<file path="src/shared/bridge_pkg.sv">
package bridge_pkg;

  // ------------------------------------------------------------
  // register map (byte addresses)
  // ------------------------------------------------------------
  localparam int REG_AW = 12;
  localparam logic [11:0] OFS_MISC = 12'h184; // coupled timer, compat
  localparam logic [11:0] OFS_SPECIAL = 12'h188; // special image
  localparam logic [11:0] OFS_CMD_ERR = 12'h18c; // command error log
  localparam logic [11:0] OFS_ADDR_ERR = 12'h190; // address error log
  localparam logic [11:0] OFS_IMG4_CTL = 12'h1a0; // image 4 control
  localparam logic [11:0] OFS_IMG4_BASE = 12'h1a4; // image 4 base
  localparam logic [11:0] OFS_IMG4_BOUND = 12'h1a8; // image 4 bound
  localparam logic [11:0] OFS_IMG4_OFS = 12'h1b0; // image 4 offset

  // ------------------------------------------------------------
  // field positions
  // ------------------------------------------------------------
  localparam int POS_COMPAT = 28; // misc [31:28]
  localparam int POS_CWT = 24; // misc [26:24]
  localparam int POS_EN = 31; // image enable
  localparam int POS_POSTED_WRITE_ENABLE = 30; // posted write enable
  localparam int POS_SP_WIDTH = 20; // special [23:20]
  localparam int POS_SP_PGM = 12; // special [15:12]
  localparam int POS_SP_SUPER = 8; // special [11:8]
  localparam int POS_SP_BASE = 2; // special [7:2]
  localparam int POS_LAS = 0; // pci space select
  localparam int POS_CMD = 28; // logged command [31:28]
  localparam int POS_MERR = 27; // multiple error flag
  localparam int POS_LVALID = 23; // log valid flag
  localparam int POS_I4_WIDTH = 22; // image 4 [23:22]
  localparam int POS_I4_SPACE = 16; // image 4 [18:16]
  localparam int POS_I4_PGM = 14; // program/data
  localparam int POS_I4_SUPER = 12; // supervisor
  localparam int POS_I4_VCT = 8; // block cycle type
  localparam int POS_PAGE = 12; // 4 KB page field [31:12]

  // ------------------------------------------------------------
  // reset values
  // ------------------------------------------------------------
  localparam logic [3:0] RST_CMD = 4'h7; // logged command after reset
  localparam logic [1:0] RST_I4_WIDTH = 2'h2; // 32-bit

  // ------------------------------------------------------------
  // encodings
  // ------------------------------------------------------------
  localparam logic [1:0] W8 = 2'h0;
  localparam logic [1:0] W16 = 2'h1;
  localparam logic [1:0] W32 = 2'h2;
  localparam logic [1:0] W64 = 2'h3;
  localparam logic [2:0] SP_A16 = 3'h0;
  localparam logic [2:0] SP_A24 = 3'h1;
  localparam logic [2:0] SP_A32 = 3'h2;
  localparam logic [2:0] SP_CRCSR = 3'h5;
  localparam logic [2:0] SP_USER1 = 3'h6;
  localparam logic [2:0] SP_USER2 = 3'h7;
  localparam logic [7:0] A16_TOP = 8'hff; // top 64 KB of a region
  localparam logic [5:0] AM_USER1 = 6'h10; // user codes, plain picks
  localparam logic [5:0] AM_USER2 = 6'h11;
  localparam logic [5:0] AM_CRCSR = 6'h2f;
  localparam logic [5:0] AM_NONE = 6'h00; // reserved space

  // ------------------------------------------------------------
  // coupled window hold times, in clocks
  // ------------------------------------------------------------
  localparam int WIN_W = 10;
  localparam logic [WIN_W-1:0] WIN_16 = 10'h010;
  localparam logic [WIN_W-1:0] WIN_32 = 10'h020;
  localparam logic [WIN_W-1:0] WIN_64 = 10'h040;
  localparam logic [WIN_W-1:0] WIN_128 = 10'h080;
  localparam logic [WIN_W-1:0] WIN_246 = 10'h0f6;
  localparam logic [WIN_W-1:0] WIN_512 = 10'h200;

endpackage : bridge_pkg

</file>
<file path="src/shared/window_if.sv">
`timescale 1ns/100ps
// carries coupled-cycle events to the window timer and ownership back
interface window_if;
  logic start; // coupled transaction begins
  logic done; // coupled transaction processed
  logic [2:0] code; // hold time select
  logic own; // vme ownership held

  modport ctl (output start, output done, output code, input own);
  modport tmr (input start, input done, input code, output own);
endinterface : window_if

</file>
<file path="src/hw/coupled_timer.sv">
`timescale 1ns/100ps
module coupled_timer
  import bridge_pkg::*;
(
  input wire logic clk_i, // clock
  input wire logic arst_n_i, // async reset, low
  input wire logic ce_i, // clock enable
  window_if.tmr win // events in, ownership out
);

  typedef enum logic [2:0] {
    IDLE = 3'b001, BUSY = 3'b010, HOLD = 3'b100
  } tstate_t;

  typedef struct packed {
    tstate_t st; // phase
    logic [WIN_W-1:0] cnt; // clocks left in window
    logic own; // ownership flag
  } tmr_t;

  tmr_t r, nxt;

  // ------------------------------------------------------------
  // hold time decode
  // ------------------------------------------------------------
  function automatic logic [WIN_W-1:0] limit(input logic [2:0] c);
    case (c)
      3'h1: limit = WIN_16;
      3'h2: limit = WIN_32;
      3'h3: limit = WIN_64;
      3'h4: limit = WIN_128;
      3'h5: limit = WIN_246;
      3'h6: limit = WIN_512;
      default: limit = '0; // 000 and reserved code release at once
    endcase
  endfunction : limit

  // next state
  always_comb begin
    nxt = r;
    case (r.st)
      IDLE, HOLD: begin
        if (win.start) begin
          nxt.st = BUSY; // grab or keep ownership
          nxt.own = 1'b1;
        end else if (r.st == HOLD && r.cnt <= 1) begin
          nxt.st = IDLE; // window ran out: release
          nxt.own = 1'b0;
          nxt.cnt = '0;
        end else if (r.st == HOLD) begin
          nxt.cnt = r.cnt - 1'b1;
        end
      end
      BUSY: begin
        if (win.done) begin
          nxt.cnt = limit(win.code); // restart timer
          if (limit(win.code) == '0) begin
            nxt.st = IDLE; // release after first
            nxt.own = 1'b0;
          end else begin
            nxt.st = HOLD; // hold for chosen clocks
          end
        end
      end
      default: nxt = '{st: IDLE, cnt: '0, own: 1'b0};
    endcase
  end

  // state register
  always_ff @(posedge clk_i or negedge arst_n_i) begin
    if (!arst_n_i) begin
      r <= '{st: IDLE, cnt: '0, own: 1'b0};
    end else if (ce_i) begin
      r <= nxt;
    end
  end

  assign win.own = r.own;

endmodule : coupled_timer

</file>
<file path="src/hw/error_log.sv">
`timescale 1ns/100ps
module error_log
  import bridge_pkg::*;
(
  input wire logic clk_i, // clock
  input wire logic arst_n_i, // async reset, low
  input wire logic ce_i, // clock enable
  input wire logic err_i, // posted write failed, pulse
  input wire logic [3:0] cmd_i, // failing command
  input wire logic [31:0] addr_i, // failing start address
  input wire logic clr_i, // software re-arm, pulse
  output logic valid_o, // logs valid and frozen
  output logic merr_o, // more errors since freeze
  output logic [3:0] cmd_o, // logged command
  output logic [31:0] addr_o // logged address
);

  typedef struct packed {
    logic valid;
    logic merr;
    logic [3:0] cmd;
    logic [31:0] addr;
  } log_t;

  log_t r, nxt;

  // capture while armed, flag overflow while frozen
  always_comb begin
    nxt = r;
    if (clr_i) begin
      nxt.valid = 1'b0; // re-arm
      nxt.merr = 1'b0;
    end
    // an error in the clearing cycle is caught, not lost
    if (err_i && (!r.valid || clr_i)) begin
      nxt.valid = 1'b1;
      nxt.cmd = cmd_i;
      nxt.addr = addr_i;
    end else if (err_i) begin
      nxt.merr = 1'b1;
    end
  end

  always_ff @(posedge clk_i or negedge arst_n_i) begin
    if (!arst_n_i) begin
      r <= '{valid: 1'b0, merr: 1'b0, cmd: RST_CMD, addr: '0};
    end else if (ce_i) begin
      r <= nxt;
    end
  end

  assign valid_o = r.valid;
  assign merr_o = r.merr;
  assign cmd_o = r.cmd;
  assign addr_o = r.addr;

endmodule : error_log

</file>
<file path="src/hw/slave_image_ctrl.sv">
// Overview of operation
// - window code picks hold time or release
// - each coupled transaction restarts the window timer
// - timer expiry releases vme ownership
// - compat field stored, otherwise ignored
// - special image claims pci bits 31:26 match
// - other images win over the special image
// - pci bits 25:24 pick special region
// - top 64 KB per region goes A16
// - per-region width, program and supervisor bits
// - A16 part ignores program/data bit
// - special image never emits block codes
// - failed posted writes log their command
// - failed posted writes log start address
// - valid flag freezes log, write one rearms
// - extra error while frozen sets multiple flag
// - logged command resets to 0111
// - io space image 4 forces coupled
// - image 4 width codes, resets 32-bit
// - image 4 vme space codes
// - block bit only for A24/A32 narrow widths
// - A24/A32 with 64-bit allows MBLT
// - decode base to bound, zero bound open
// - image 4 uses 4 KB pages
// - image 4 vme address adds offset
`timescale 1ns/100ps
module slave_image_ctrl
  import bridge_pkg::*;
(
  input wire logic clk_i, // 200 MHz pci clock
  input wire logic arst_n_i, // async reset, low
  input wire logic ce_i, // clock enable, freezes all
  input wire logic [REG_AW-1:0] reg_addr_i, // register byte address
  input wire logic [31:0] reg_wdata_i, // register write data
  input wire logic reg_wr_i, // write strobe
  input wire logic reg_rd_i, // read strobe
  output logic [31:0] reg_rdata_o, // read data, cycle after
  input wire logic req_i, // pci address phase, pulse
  input wire logic [31:0] pci_addr_i, // pci address
  input wire logic pci_io_i, // 1 = io space, 0 = memory
  input wire logic other_hit_i, // a higher image also hits
  output logic dec_valid_o, // decode result valid, pulse
  output logic claim_special_o, // special image claims
  output logic claim_img4_o, // image 4 claims
  output logic posted_o, // write may be posted
  output logic [31:0] vme_addr_o, // translated vme address
  output logic [5:0] vme_am_o, // address modifier
  output logic [1:0] vme_width_o, // max data width code
  output logic block_ok_o, // block transfers allowed
  output logic mblt_ok_o, // 64-bit block allowed
  input wire logic coup_start_i, // coupled transaction starts
  input wire logic coup_done_i, // coupled transaction done
  output logic vme_own_o, // vme ownership held
  input wire logic err_i, // posted write error, pulse
  input wire logic [3:0] err_cmd_i, // failing command
  input wire logic [31:0] err_addr_i // failing start address
);

  // ------------------------------------------------------------
  // state
  // ------------------------------------------------------------
  typedef struct packed {
    logic [3:0] compat; // legacy field, no effect
    logic [2:0] coupled_window_timer; // coupled window code
    logic sp_en; // special image enable
    logic sp_posted_write_enable; // special posted writes
    logic [3:0] sp_width; // per region 0=16 1=32
    logic [3:0] sp_pgm; // per region program
    logic [3:0] sp_super; // per region supervisor
    logic [5:0] sp_base; // 64 MB base
    logic sp_las; // special pci space
    logic i4_en; // image 4 enable
    logic i4_posted_write_enable; // image 4 posted writes
    logic [1:0] i4_width; // image 4 max width
    logic [2:0] i4_space; // image 4 vme space
    logic i4_pgm; // image 4 program
    logic i4_super; // image 4 supervisor
    logic i4_vct; // image 4 block cycles
    logic i4_las; // image 4 pci space
    logic [19:0] i4_base; // 4 KB page base
    logic [19:0] i4_bound; // 4 KB page bound
    logic [19:0] i4_ofs; // 4 KB page offset
    logic [31:0] rdata; // read data register
    logic dvalid; // decode valid pulse
    logic c_sp; // special claim
    logic c_i4; // image 4 claim
    logic posted; // posting allowed
    logic [31:0] vaddr; // vme address
    logic [5:0] am; // address modifier
    logic [1:0] vwidth; // width code
    logic blk; // block allowed
    logic mblt; // mblt allowed
  } ctl_t;

  ctl_t r, nxt;

  // error log view
  logic log_valid; // logs valid
  logic log_merr; // multiple errors
  logic [3:0] log_cmd; // logged command
  logic [31:0] log_addr; // logged address
  logic log_clr; // software re-arm pulse

  // decode terms
  logic sp_hit; // special image hit
  logic i4_hit; // image 4 hit
  logic [1:0] region; // special region index
  logic sp_a16; // special access in A16 part
  logic [19:0] page; // incoming 4 KB page
  logic i4_wide; // A24 or A32 selected

  window_if win ();

  // ------------------------------------------------------------
  // address modifier encoding
  // ------------------------------------------------------------
  function automatic logic [5:0] am_code(input logic [2:0] sp,
                                         input logic sup,
                                         input logic program_data_select,
                                         input logic blt,
                                         input logic mb);
    logic [5:0] base;
    base = 6'h00;
    case (sp)
      SP_A16: base = sup ? 6'h2d : 6'h29; // pgm unused
      SP_A24, SP_A32: begin
        base = (sp == SP_A24) ? 6'h38 : 6'h08;
        if (sup) begin
          base = base | 6'h04;
        end
        if (mb) begin
          base = base | 6'h00; // 64-bit block code
        end else if (blt) begin
          base = base | 6'h03; // block code
        end else begin
          base = base | (program_data_select ? 6'h02 : 6'h01);
        end
      end
      SP_CRCSR: base = AM_CRCSR;
      SP_USER1: base = AM_USER1;
      SP_USER2: base = AM_USER2;
      default: base = AM_NONE; // reserved spaces
    endcase
    am_code = base;
  endfunction : am_code

  // register index match
  function automatic logic at(input logic [REG_AW-1:0] a,
                              input logic [REG_AW-1:0] o);
    at = (a == o);
  endfunction : at

  // ------------------------------------------------------------
  // submodules
  // ------------------------------------------------------------
  assign win.start = coup_start_i;
  assign win.done = coup_done_i;
  assign win.code = r.coupled_window_timer; // software keeps it steady

  coupled_timer u_timer (
    .clk_i(clk_i),
    .arst_n_i(arst_n_i),
    .ce_i(ce_i),
    .win(win)
  );

  assign log_clr = reg_wr_i && at(reg_addr_i, OFS_CMD_ERR)
                   && reg_wdata_i[POS_LVALID]; // zero writes ignored

  error_log u_log (
    .clk_i(clk_i),
    .arst_n_i(arst_n_i),
    .ce_i(ce_i),
    .err_i(err_i),
    .cmd_i(err_cmd_i),
    .addr_i(err_addr_i),
    .clr_i(log_clr),
    .valid_o(log_valid),
    .merr_o(log_merr),
    .cmd_o(log_cmd),
    .addr_o(log_addr)
  );

  // ------------------------------------------------------------
  // address decode
  // ------------------------------------------------------------
  // both windows compare combinationally, results are registered
  always_comb begin
    page = pci_addr_i[31:POS_PAGE];
    region = pci_addr_i[25:24];
    sp_a16 = (pci_addr_i[23:16] == A16_TOP);
    i4_wide = (r.i4_space == SP_A24) || (r.i4_space == SP_A32);
    i4_hit = r.i4_en && (pci_io_i == r.i4_las)
             && (page >= r.i4_base)
             && ((r.i4_bound == '0) || (page < r.i4_bound));
    sp_hit = r.sp_en && (pci_io_i == r.sp_las)
             && (pci_addr_i[31:26] == r.sp_base)
             && !other_hit_i && !i4_hit;
  end

  // ------------------------------------------------------------
  // next state
  // ------------------------------------------------------------
  always_comb begin
    nxt = r;
    nxt.dvalid = 1'b0;
    // register writes
    if (reg_wr_i) begin
      case (reg_addr_i)
        OFS_MISC: begin
          nxt.compat = reg_wdata_i[POS_COMPAT +: 4];
          nxt.coupled_window_timer = reg_wdata_i[POS_CWT +: 3];
        end
        OFS_SPECIAL: begin
          nxt.sp_en = reg_wdata_i[POS_EN];
          nxt.sp_posted_write_enable = reg_wdata_i[POS_POSTED_WRITE_ENABLE];
          nxt.sp_width = reg_wdata_i[POS_SP_WIDTH +: 4];
          nxt.sp_pgm = reg_wdata_i[POS_SP_PGM +: 4];
          nxt.sp_super = reg_wdata_i[POS_SP_SUPER +: 4];
          nxt.sp_base = reg_wdata_i[POS_SP_BASE +: 6];
          nxt.sp_las = reg_wdata_i[POS_LAS];
        end
        OFS_IMG4_CTL: begin
          nxt.i4_en = reg_wdata_i[POS_EN];
          nxt.i4_posted_write_enable = reg_wdata_i[POS_POSTED_WRITE_ENABLE];
          nxt.i4_width = reg_wdata_i[POS_I4_WIDTH +: 2];
          nxt.i4_space = reg_wdata_i[POS_I4_SPACE +: 3];
          nxt.i4_pgm = reg_wdata_i[POS_I4_PGM];
          nxt.i4_super = reg_wdata_i[POS_I4_SUPER];
          nxt.i4_vct = reg_wdata_i[POS_I4_VCT];
          nxt.i4_las = reg_wdata_i[POS_LAS];
        end
        OFS_IMG4_BASE: nxt.i4_base = reg_wdata_i[31:POS_PAGE];
        OFS_IMG4_BOUND: nxt.i4_bound = reg_wdata_i[31:POS_PAGE];
        OFS_IMG4_OFS: nxt.i4_ofs = reg_wdata_i[31:POS_PAGE];
        default: ; // read-only or unmapped: ignored
      endcase
    end
    // register reads, data stand one cycle later only
    nxt.rdata = '0;
    if (reg_rd_i) begin
      case (reg_addr_i)
        OFS_MISC: begin
          nxt.rdata[POS_COMPAT +: 4] = r.compat;
          nxt.rdata[POS_CWT +: 3] = r.coupled_window_timer;
        end
        OFS_SPECIAL: begin
          nxt.rdata[POS_EN] = r.sp_en;
          nxt.rdata[POS_POSTED_WRITE_ENABLE] = r.sp_posted_write_enable;
          nxt.rdata[POS_SP_WIDTH +: 4] = r.sp_width;
          nxt.rdata[POS_SP_PGM +: 4] = r.sp_pgm;
          nxt.rdata[POS_SP_SUPER +: 4] = r.sp_super;
          nxt.rdata[POS_SP_BASE +: 6] = r.sp_base;
          nxt.rdata[POS_LAS] = r.sp_las;
        end
        OFS_CMD_ERR: begin
          nxt.rdata[POS_CMD +: 4] = log_cmd;
          nxt.rdata[POS_MERR] = log_merr;
          nxt.rdata[POS_LVALID] = log_valid;
        end
        OFS_ADDR_ERR: nxt.rdata = log_addr;
        OFS_IMG4_CTL: begin
          nxt.rdata[POS_EN] = r.i4_en;
          nxt.rdata[POS_POSTED_WRITE_ENABLE] = r.i4_posted_write_enable;
          nxt.rdata[POS_I4_WIDTH +: 2] = r.i4_width;
          nxt.rdata[POS_I4_SPACE +: 3] = r.i4_space;
          nxt.rdata[POS_I4_PGM] = r.i4_pgm;
          nxt.rdata[POS_I4_SUPER] = r.i4_super;
          nxt.rdata[POS_I4_VCT] = r.i4_vct;
          nxt.rdata[POS_LAS] = r.i4_las;
        end
        OFS_IMG4_BASE: nxt.rdata[31:POS_PAGE] = r.i4_base;
        OFS_IMG4_BOUND: nxt.rdata[31:POS_PAGE] = r.i4_bound;
        OFS_IMG4_OFS: nxt.rdata[31:POS_PAGE] = r.i4_ofs;
        default: nxt.rdata = '0; // unmapped reads as zero
      endcase
    end
    // decode results, refreshed on every address phase
    if (req_i) begin
      nxt.dvalid = 1'b1;
      nxt.c_sp = sp_hit;
      nxt.c_i4 = i4_hit;
      nxt.posted = 1'b0;
      nxt.vaddr = '0;
      nxt.am = AM_NONE;
      nxt.vwidth = W8;
      nxt.blk = 1'b0;
      nxt.mblt = 1'b0;
      if (i4_hit) begin
        // io space never posts
        nxt.posted = r.i4_posted_write_enable && !r.i4_las;
        nxt.vaddr = {page + r.i4_ofs, pci_addr_i[11:0]};
        nxt.vwidth = r.i4_width;
        nxt.blk = r.i4_vct && i4_wide && (r.i4_width != W64);
        nxt.mblt = i4_wide && (r.i4_width == W64);
        nxt.am = am_code(r.i4_space, r.i4_super, r.i4_pgm,
                         nxt.blk, nxt.mblt);
      end else if (sp_hit) begin
        nxt.posted = r.sp_posted_write_enable && !r.sp_las;
        nxt.vwidth = r.sp_width[region] ? W32 : W16;
        if (sp_a16) begin
          nxt.vaddr = {16'h0000, pci_addr_i[15:0]};
          nxt.am = am_code(SP_A16, r.sp_super[region], 1'b0,
                           1'b0, 1'b0);
        end else begin
          nxt.vaddr = {8'h00, pci_addr_i[23:0]};
          nxt.am = am_code(SP_A24, r.sp_super[region], r.sp_pgm[region],
                           1'b0, 1'b0); // no block codes
        end
      end
    end
  end

  // ------------------------------------------------------------
  // state register
  // ------------------------------------------------------------
  always_ff @(posedge clk_i or negedge arst_n_i) begin
    if (!arst_n_i) begin
      r <= '0;
      r.i4_width <= RST_I4_WIDTH;
    end else if (ce_i) begin
      r <= nxt;
    end
  end

  // ------------------------------------------------------------
  // outputs, all from flip-flops
  // ------------------------------------------------------------
  assign reg_rdata_o = r.rdata;
  assign dec_valid_o = r.dvalid;
  assign claim_special_o = r.c_sp;
  assign claim_img4_o = r.c_i4;
  assign posted_o = r.posted;
  assign vme_addr_o = r.vaddr;
  assign vme_am_o = r.am;
  assign vme_width_o = r.vwidth;
  assign block_ok_o = r.blk;
  assign mblt_ok_o = r.mblt;
  assign vme_own_o = win.own; // timer's own flop

endmodule : slave_image_ctrl

</file>
<file path="config.mk">
export PLATFORM = sky130hd
export DESIGN_NAME = slave_image_ctrl
export DESIGN_NICKNAME = d
export VERILOG_FILES = /design/src/shared/bridge_pkg.sv /design/src/shared/window_if.sv /design/src/hw/coupled_timer.sv /design/src/hw/error_log.sv /design/src/hw/slave_image_ctrl.sv
export SDC_FILE = /design/constraint.sdc
export NUM_CORES = 1
export LEC_CHECK = 0
export BUFFER_PORTS_ARGS = -buffer_cell sky130_fd_sc_hd__buf_2
export CAP_MARGIN = 40
export CORE_MARGIN = 2
export CORE_UTILIZATION = 35
export CTS_CLUSTER_DIAMETER = 120
export CTS_CLUSTER_SIZE = 12
export DETAILED_ROUTE_END_ITERATION = 6
export PLACE_DENSITY = 0.62
export SLEW_MARGIN = 15
export SYNTH_ARGS = -nofsm -noshare
export SYNTH_HDL_FRONTEND = slang
export SYNTH_SLANG_ARGS = --single-unit
</file>
<file path="constraint.sdc">
create_clock -name clk_i -period 2.9 [get_ports clk_i]
set_input_delay 0.58 -clock clk_i [delete_from_list [all_inputs] [get_ports clk_i]]
set_output_delay 0.58 -clock clk_i [all_outputs]
set_load 0.03 [all_outputs]
</file>
==> impl_metrics.yaml <==
status:
  status: "finished, violations left"
  violations: "hold timing"
synthesis:
  synthArstFlopShare: 1.000
  yosysTopAreaCellShare: 0.4375
  synthTopCellsByArea: "dfrtp_1 44%, mux2_2 8.8%, ha_1 5.9%, buf_4 4.3%, mux2_4 3.5%"
  yosysSeqAreaShare: 0.4477
  synth_cell_types: 66
  syn_area_per_cell_um2: 10.38
  synth-edff-count: 0
  netlist_area_um2: 12810
  ys_ff_latch: 229
  yosysWarnings: 0
  yosys.area.top_type: "dfrtp_1"
  synth_nets: 1419
  synth_most_common_cell: "dfrtp_1"
  yosys_most_used_dff: "dfrtp_1"
  syn_inst: 1235
  synth_common_cells: "224 x dfrtp_1, 100 x mux2_2, 92 x inv_1, 87 x nand2_1, 75 x o21ai_0"
final_layout:
  num-fill-cells: 3567
  diodes: 0
  final_nets: 1596
  fin_cells: 1897
  layout-drive-gt1-share: 0.3233
  area_delta_synth_final_pct: 17.05
setup_path:
  crit_fanout: 3
  cpMaxStageDelayCell: "dfrtp_1"
  reg2reg_setup_slack_ns: 0.12
  slowest_delay_ns: 0.43
  reg2reg_depth: 12
  required_ns: 3.34
  rr_startpoint: "r[78]"
  worstPathCellList: "ha_1, inv_1, fa_1, nor2b_1, o31ai_1, a21oi_2, a2111oi_2, buf_4, o21a_1, o21ai_0, xnor2_1, o31ai_1"
  crit_type: "flop to flop"
  arrival_ns: 3.22
  crit_top_cell: "o31ai_1"
  reg2reg_to: "vme_addr_o[30]"
  cp-end-kind: "flop"
  start_kind: "flop"
grt:
  grt_max_degree: 66
  grt_usage: 0.1982
  grt_overflow: 0
  grt_pass1_wl_mm: 59.02
  grt_pass1_vias: 9963
  antenna_found_initial: 2
timing:
  setup_violations: 0
  slew_violations: 0
  finalHoldViolations: 4
  layout_min_cycle_time_ns: 2.783
  relSlewSlack: 0.6076
  min_period_over_period: 0.9598
  clock.fmax_mhz: 359.3
  finalClockSkew_ns: 0.01744
  finalHoldWorstSlack_ns: -0.009686
  fin_tns_setup_ns: 0
  worst_pin_slew_ns: 0.5886
route:
  first_pass_iters: 5
  drc: 0
  routed_wirelength_mm: 37.87
  vias_per_cell: 5.251
  ant_nets: 0
  drtIter0Drc: 580
  routedWlPerCell_um: 19.96
  num_vias: 9961
clocking:
  cts_tree: "done"
  clkSinkCount: 229
  clk_transition_reported_paths_ns: 0.07
  clk_latency_ns: 0.53
  postCtsSetupBuffers: 0
  htreeDepth: 1
  root_buffer: "clkbuf_16"
  clock_path_buffers: 3
  cts_buffers: 23
floorplanning:
  start_util: 0.3525
  pin_count: 202
  die_w_um: 195.3
  die_h_um: 195.3
  die_area_um2: 38160
  coreArea_um2: 36350
  rows: 70
placement:
  gp_congestion: 0.8646
  portBuffers: 200
  place_hpwl_mm: 28.85
  dp.cells: 1855
power:
  power.leakage_nw: 7.291
  powerDensity_nw_per_um2: 497.2
  power_mw: 7.457
  ir_worst_vdd_mv: 0.4346
run:
  maxCapViolCount: 0
min_path:
  hp-class: "input pin to asynchronous set/reset pin"
layout by cell type, fill, tap and decap left out, types with 11 or more instances in the layout:
| cell | netlist | routed |
|---|---|---|
| inv_1 | 92 | 92 |
| clkbuf_1 | 41 | 17 |
| buf_4 | 73 | 77 |
| nor2_1 | 54 | 53 |
| a21oi_1 | 64 | 63 |
| a22o_1 | 14 | 14 |
| o22ai_1 | 38 | 38 |
| buf_2 | 10 | 199 |
| clkbuf_16 | 0 | 23 |
| dfrtp_1 | 224 | 224 |
| nand4_1 | 13 | 13 |
| ha_1 | 60 | 60 |
| a21o_1 | 13 | 13 |
| mux2_4 | 30 | 30 |
| nand2_1 | 87 | 86 |
| xor2_1 | 11 | 11 |
| a22oi_1 | 22 | 22 |
| mux2_2 | 100 | 100 |
| nand3_1 | 22 | 22 |
| nor3_1 | 12 | 12 |
| o21ai_0 | 75 | 75 |
| mux2i_1 | 13 | 13 |
| a31oi_1 | 11 | 11 |
| xnor2_1 | 18 | 18 |
logic make-up after synthesis:
kind of cell,count (synthesis),share of synthesized area
muxes,146,0.1385
DFF,229,0.4477
xor gates and xnor gates,29,0.01982
buffers and inverters,223,0.09003
AOI/OAI and AO/OA,297,0.1487
adders and majority gates,61,0.06015
and+or+nand+nor,250,0.09511
layer usage:
metal	vias to the layer above	wire length (um)	global-route usage	part of all wire
li1	4722	-	-	-
met2	278	16640	0.3065	0.44
met4	4	764	0.03930	0.020
met5	-	27	0	0.00071
met1	4907	18030	0.2844	0.48
met3	50	2402	0.04577	0.063
per-stage QoR:
stage,cell area [um^2],hold slack (ns),utilization,worst slack (ns)
2_1_floorplan,12810,0.2844,-,0.3537
3_3_place_gp,14310,0.4552,0.3936,-0.1373
3_5_place_dp,14310,0.4633,0.3936,-0.2063
4_1_cts,14980,0.01418,0.4120,0.09553
5_1_grt,15000,0.03204,0.4126,-0.07384
6_report,15000,-0.009686,0.4126,0.1165
how the worst max path moves through the flow:
stage / start / endpoint / slack (ns) / cells past startpoint
after CTS: r[78] / vme_addr_o[30] / 0.1 / 12
after floorplan: pci_addr_i[12] / vme_addr_o[30] / 0.35 / 11
after detailed placement: pci_addr_i[12] / vme_addr_o[30] / -0.21 / 13
after global routing: r[78] / vme_addr_o[30] / -0.07 / 12
after global placement: pci_addr_i[12] / vme_addr_o[30] / -0.14 / 13
final: r[78] / vme_addr_o[30] / 0.12 / 12
registers in the layout, summed over array words and instances (netlist names), 2 cells and up:
| signal | cells |
|---|---|
| u_timer.r | 13 |
| u_log.cmd_o | 4 |
| reg_rdata_o | 32 |
| vme_am_o | 6 |
| vme_width_o | 2 |
| win.code | 3 |
| u_log.addr_o | 32 |
| vme_addr_o | 32 |
| r | 96 |
critical path: cells and delay by family (launching register included):
| kind | cells | cell delay, ns |
|---|---|---|
| adder cells (fa/ha/maj) | 2 | 0.42 |
| AND/OR/NAND/NOR | 1 | 0.06 |
| AO/OA/AOI/OAI | 6 | 1.40 |
| buffers and inverters | 2 | 0.24 |
| XOR/XNOR | 1 | 0.15 |
| flip-flops | 1 | 0.43 |
final cells by class:
class	instances	area (um^2)	area share
clock buffer	40	639.4	0.04263
inverter	92	345.3	0.02302
sequential	229	5737	0.3825
multi-input combinational	783	5951	0.3968
timing repair buffer	283	1709	0.1140
clock inverter	2	31.28	0.002086
tap	468	585.6	0.03904
where the power goes:
| group | internal [mW] | switching [mW] |
|---|---|---|
| Sequential | 3.40 | 0.158 |
| Combinational | 0.461 | 0.645 |
| Clock | 1.51 | 1.29 |
| Total | 5.37 | 2.09 |
repair_timing:
action / in CTS / in global routing
hold buffers: 0 / 0
endpoints found under the setup margin: 0 / 12
gates resized for setup: 0 / 6
No activity file was read; power rests on OpenSTA's default activity.
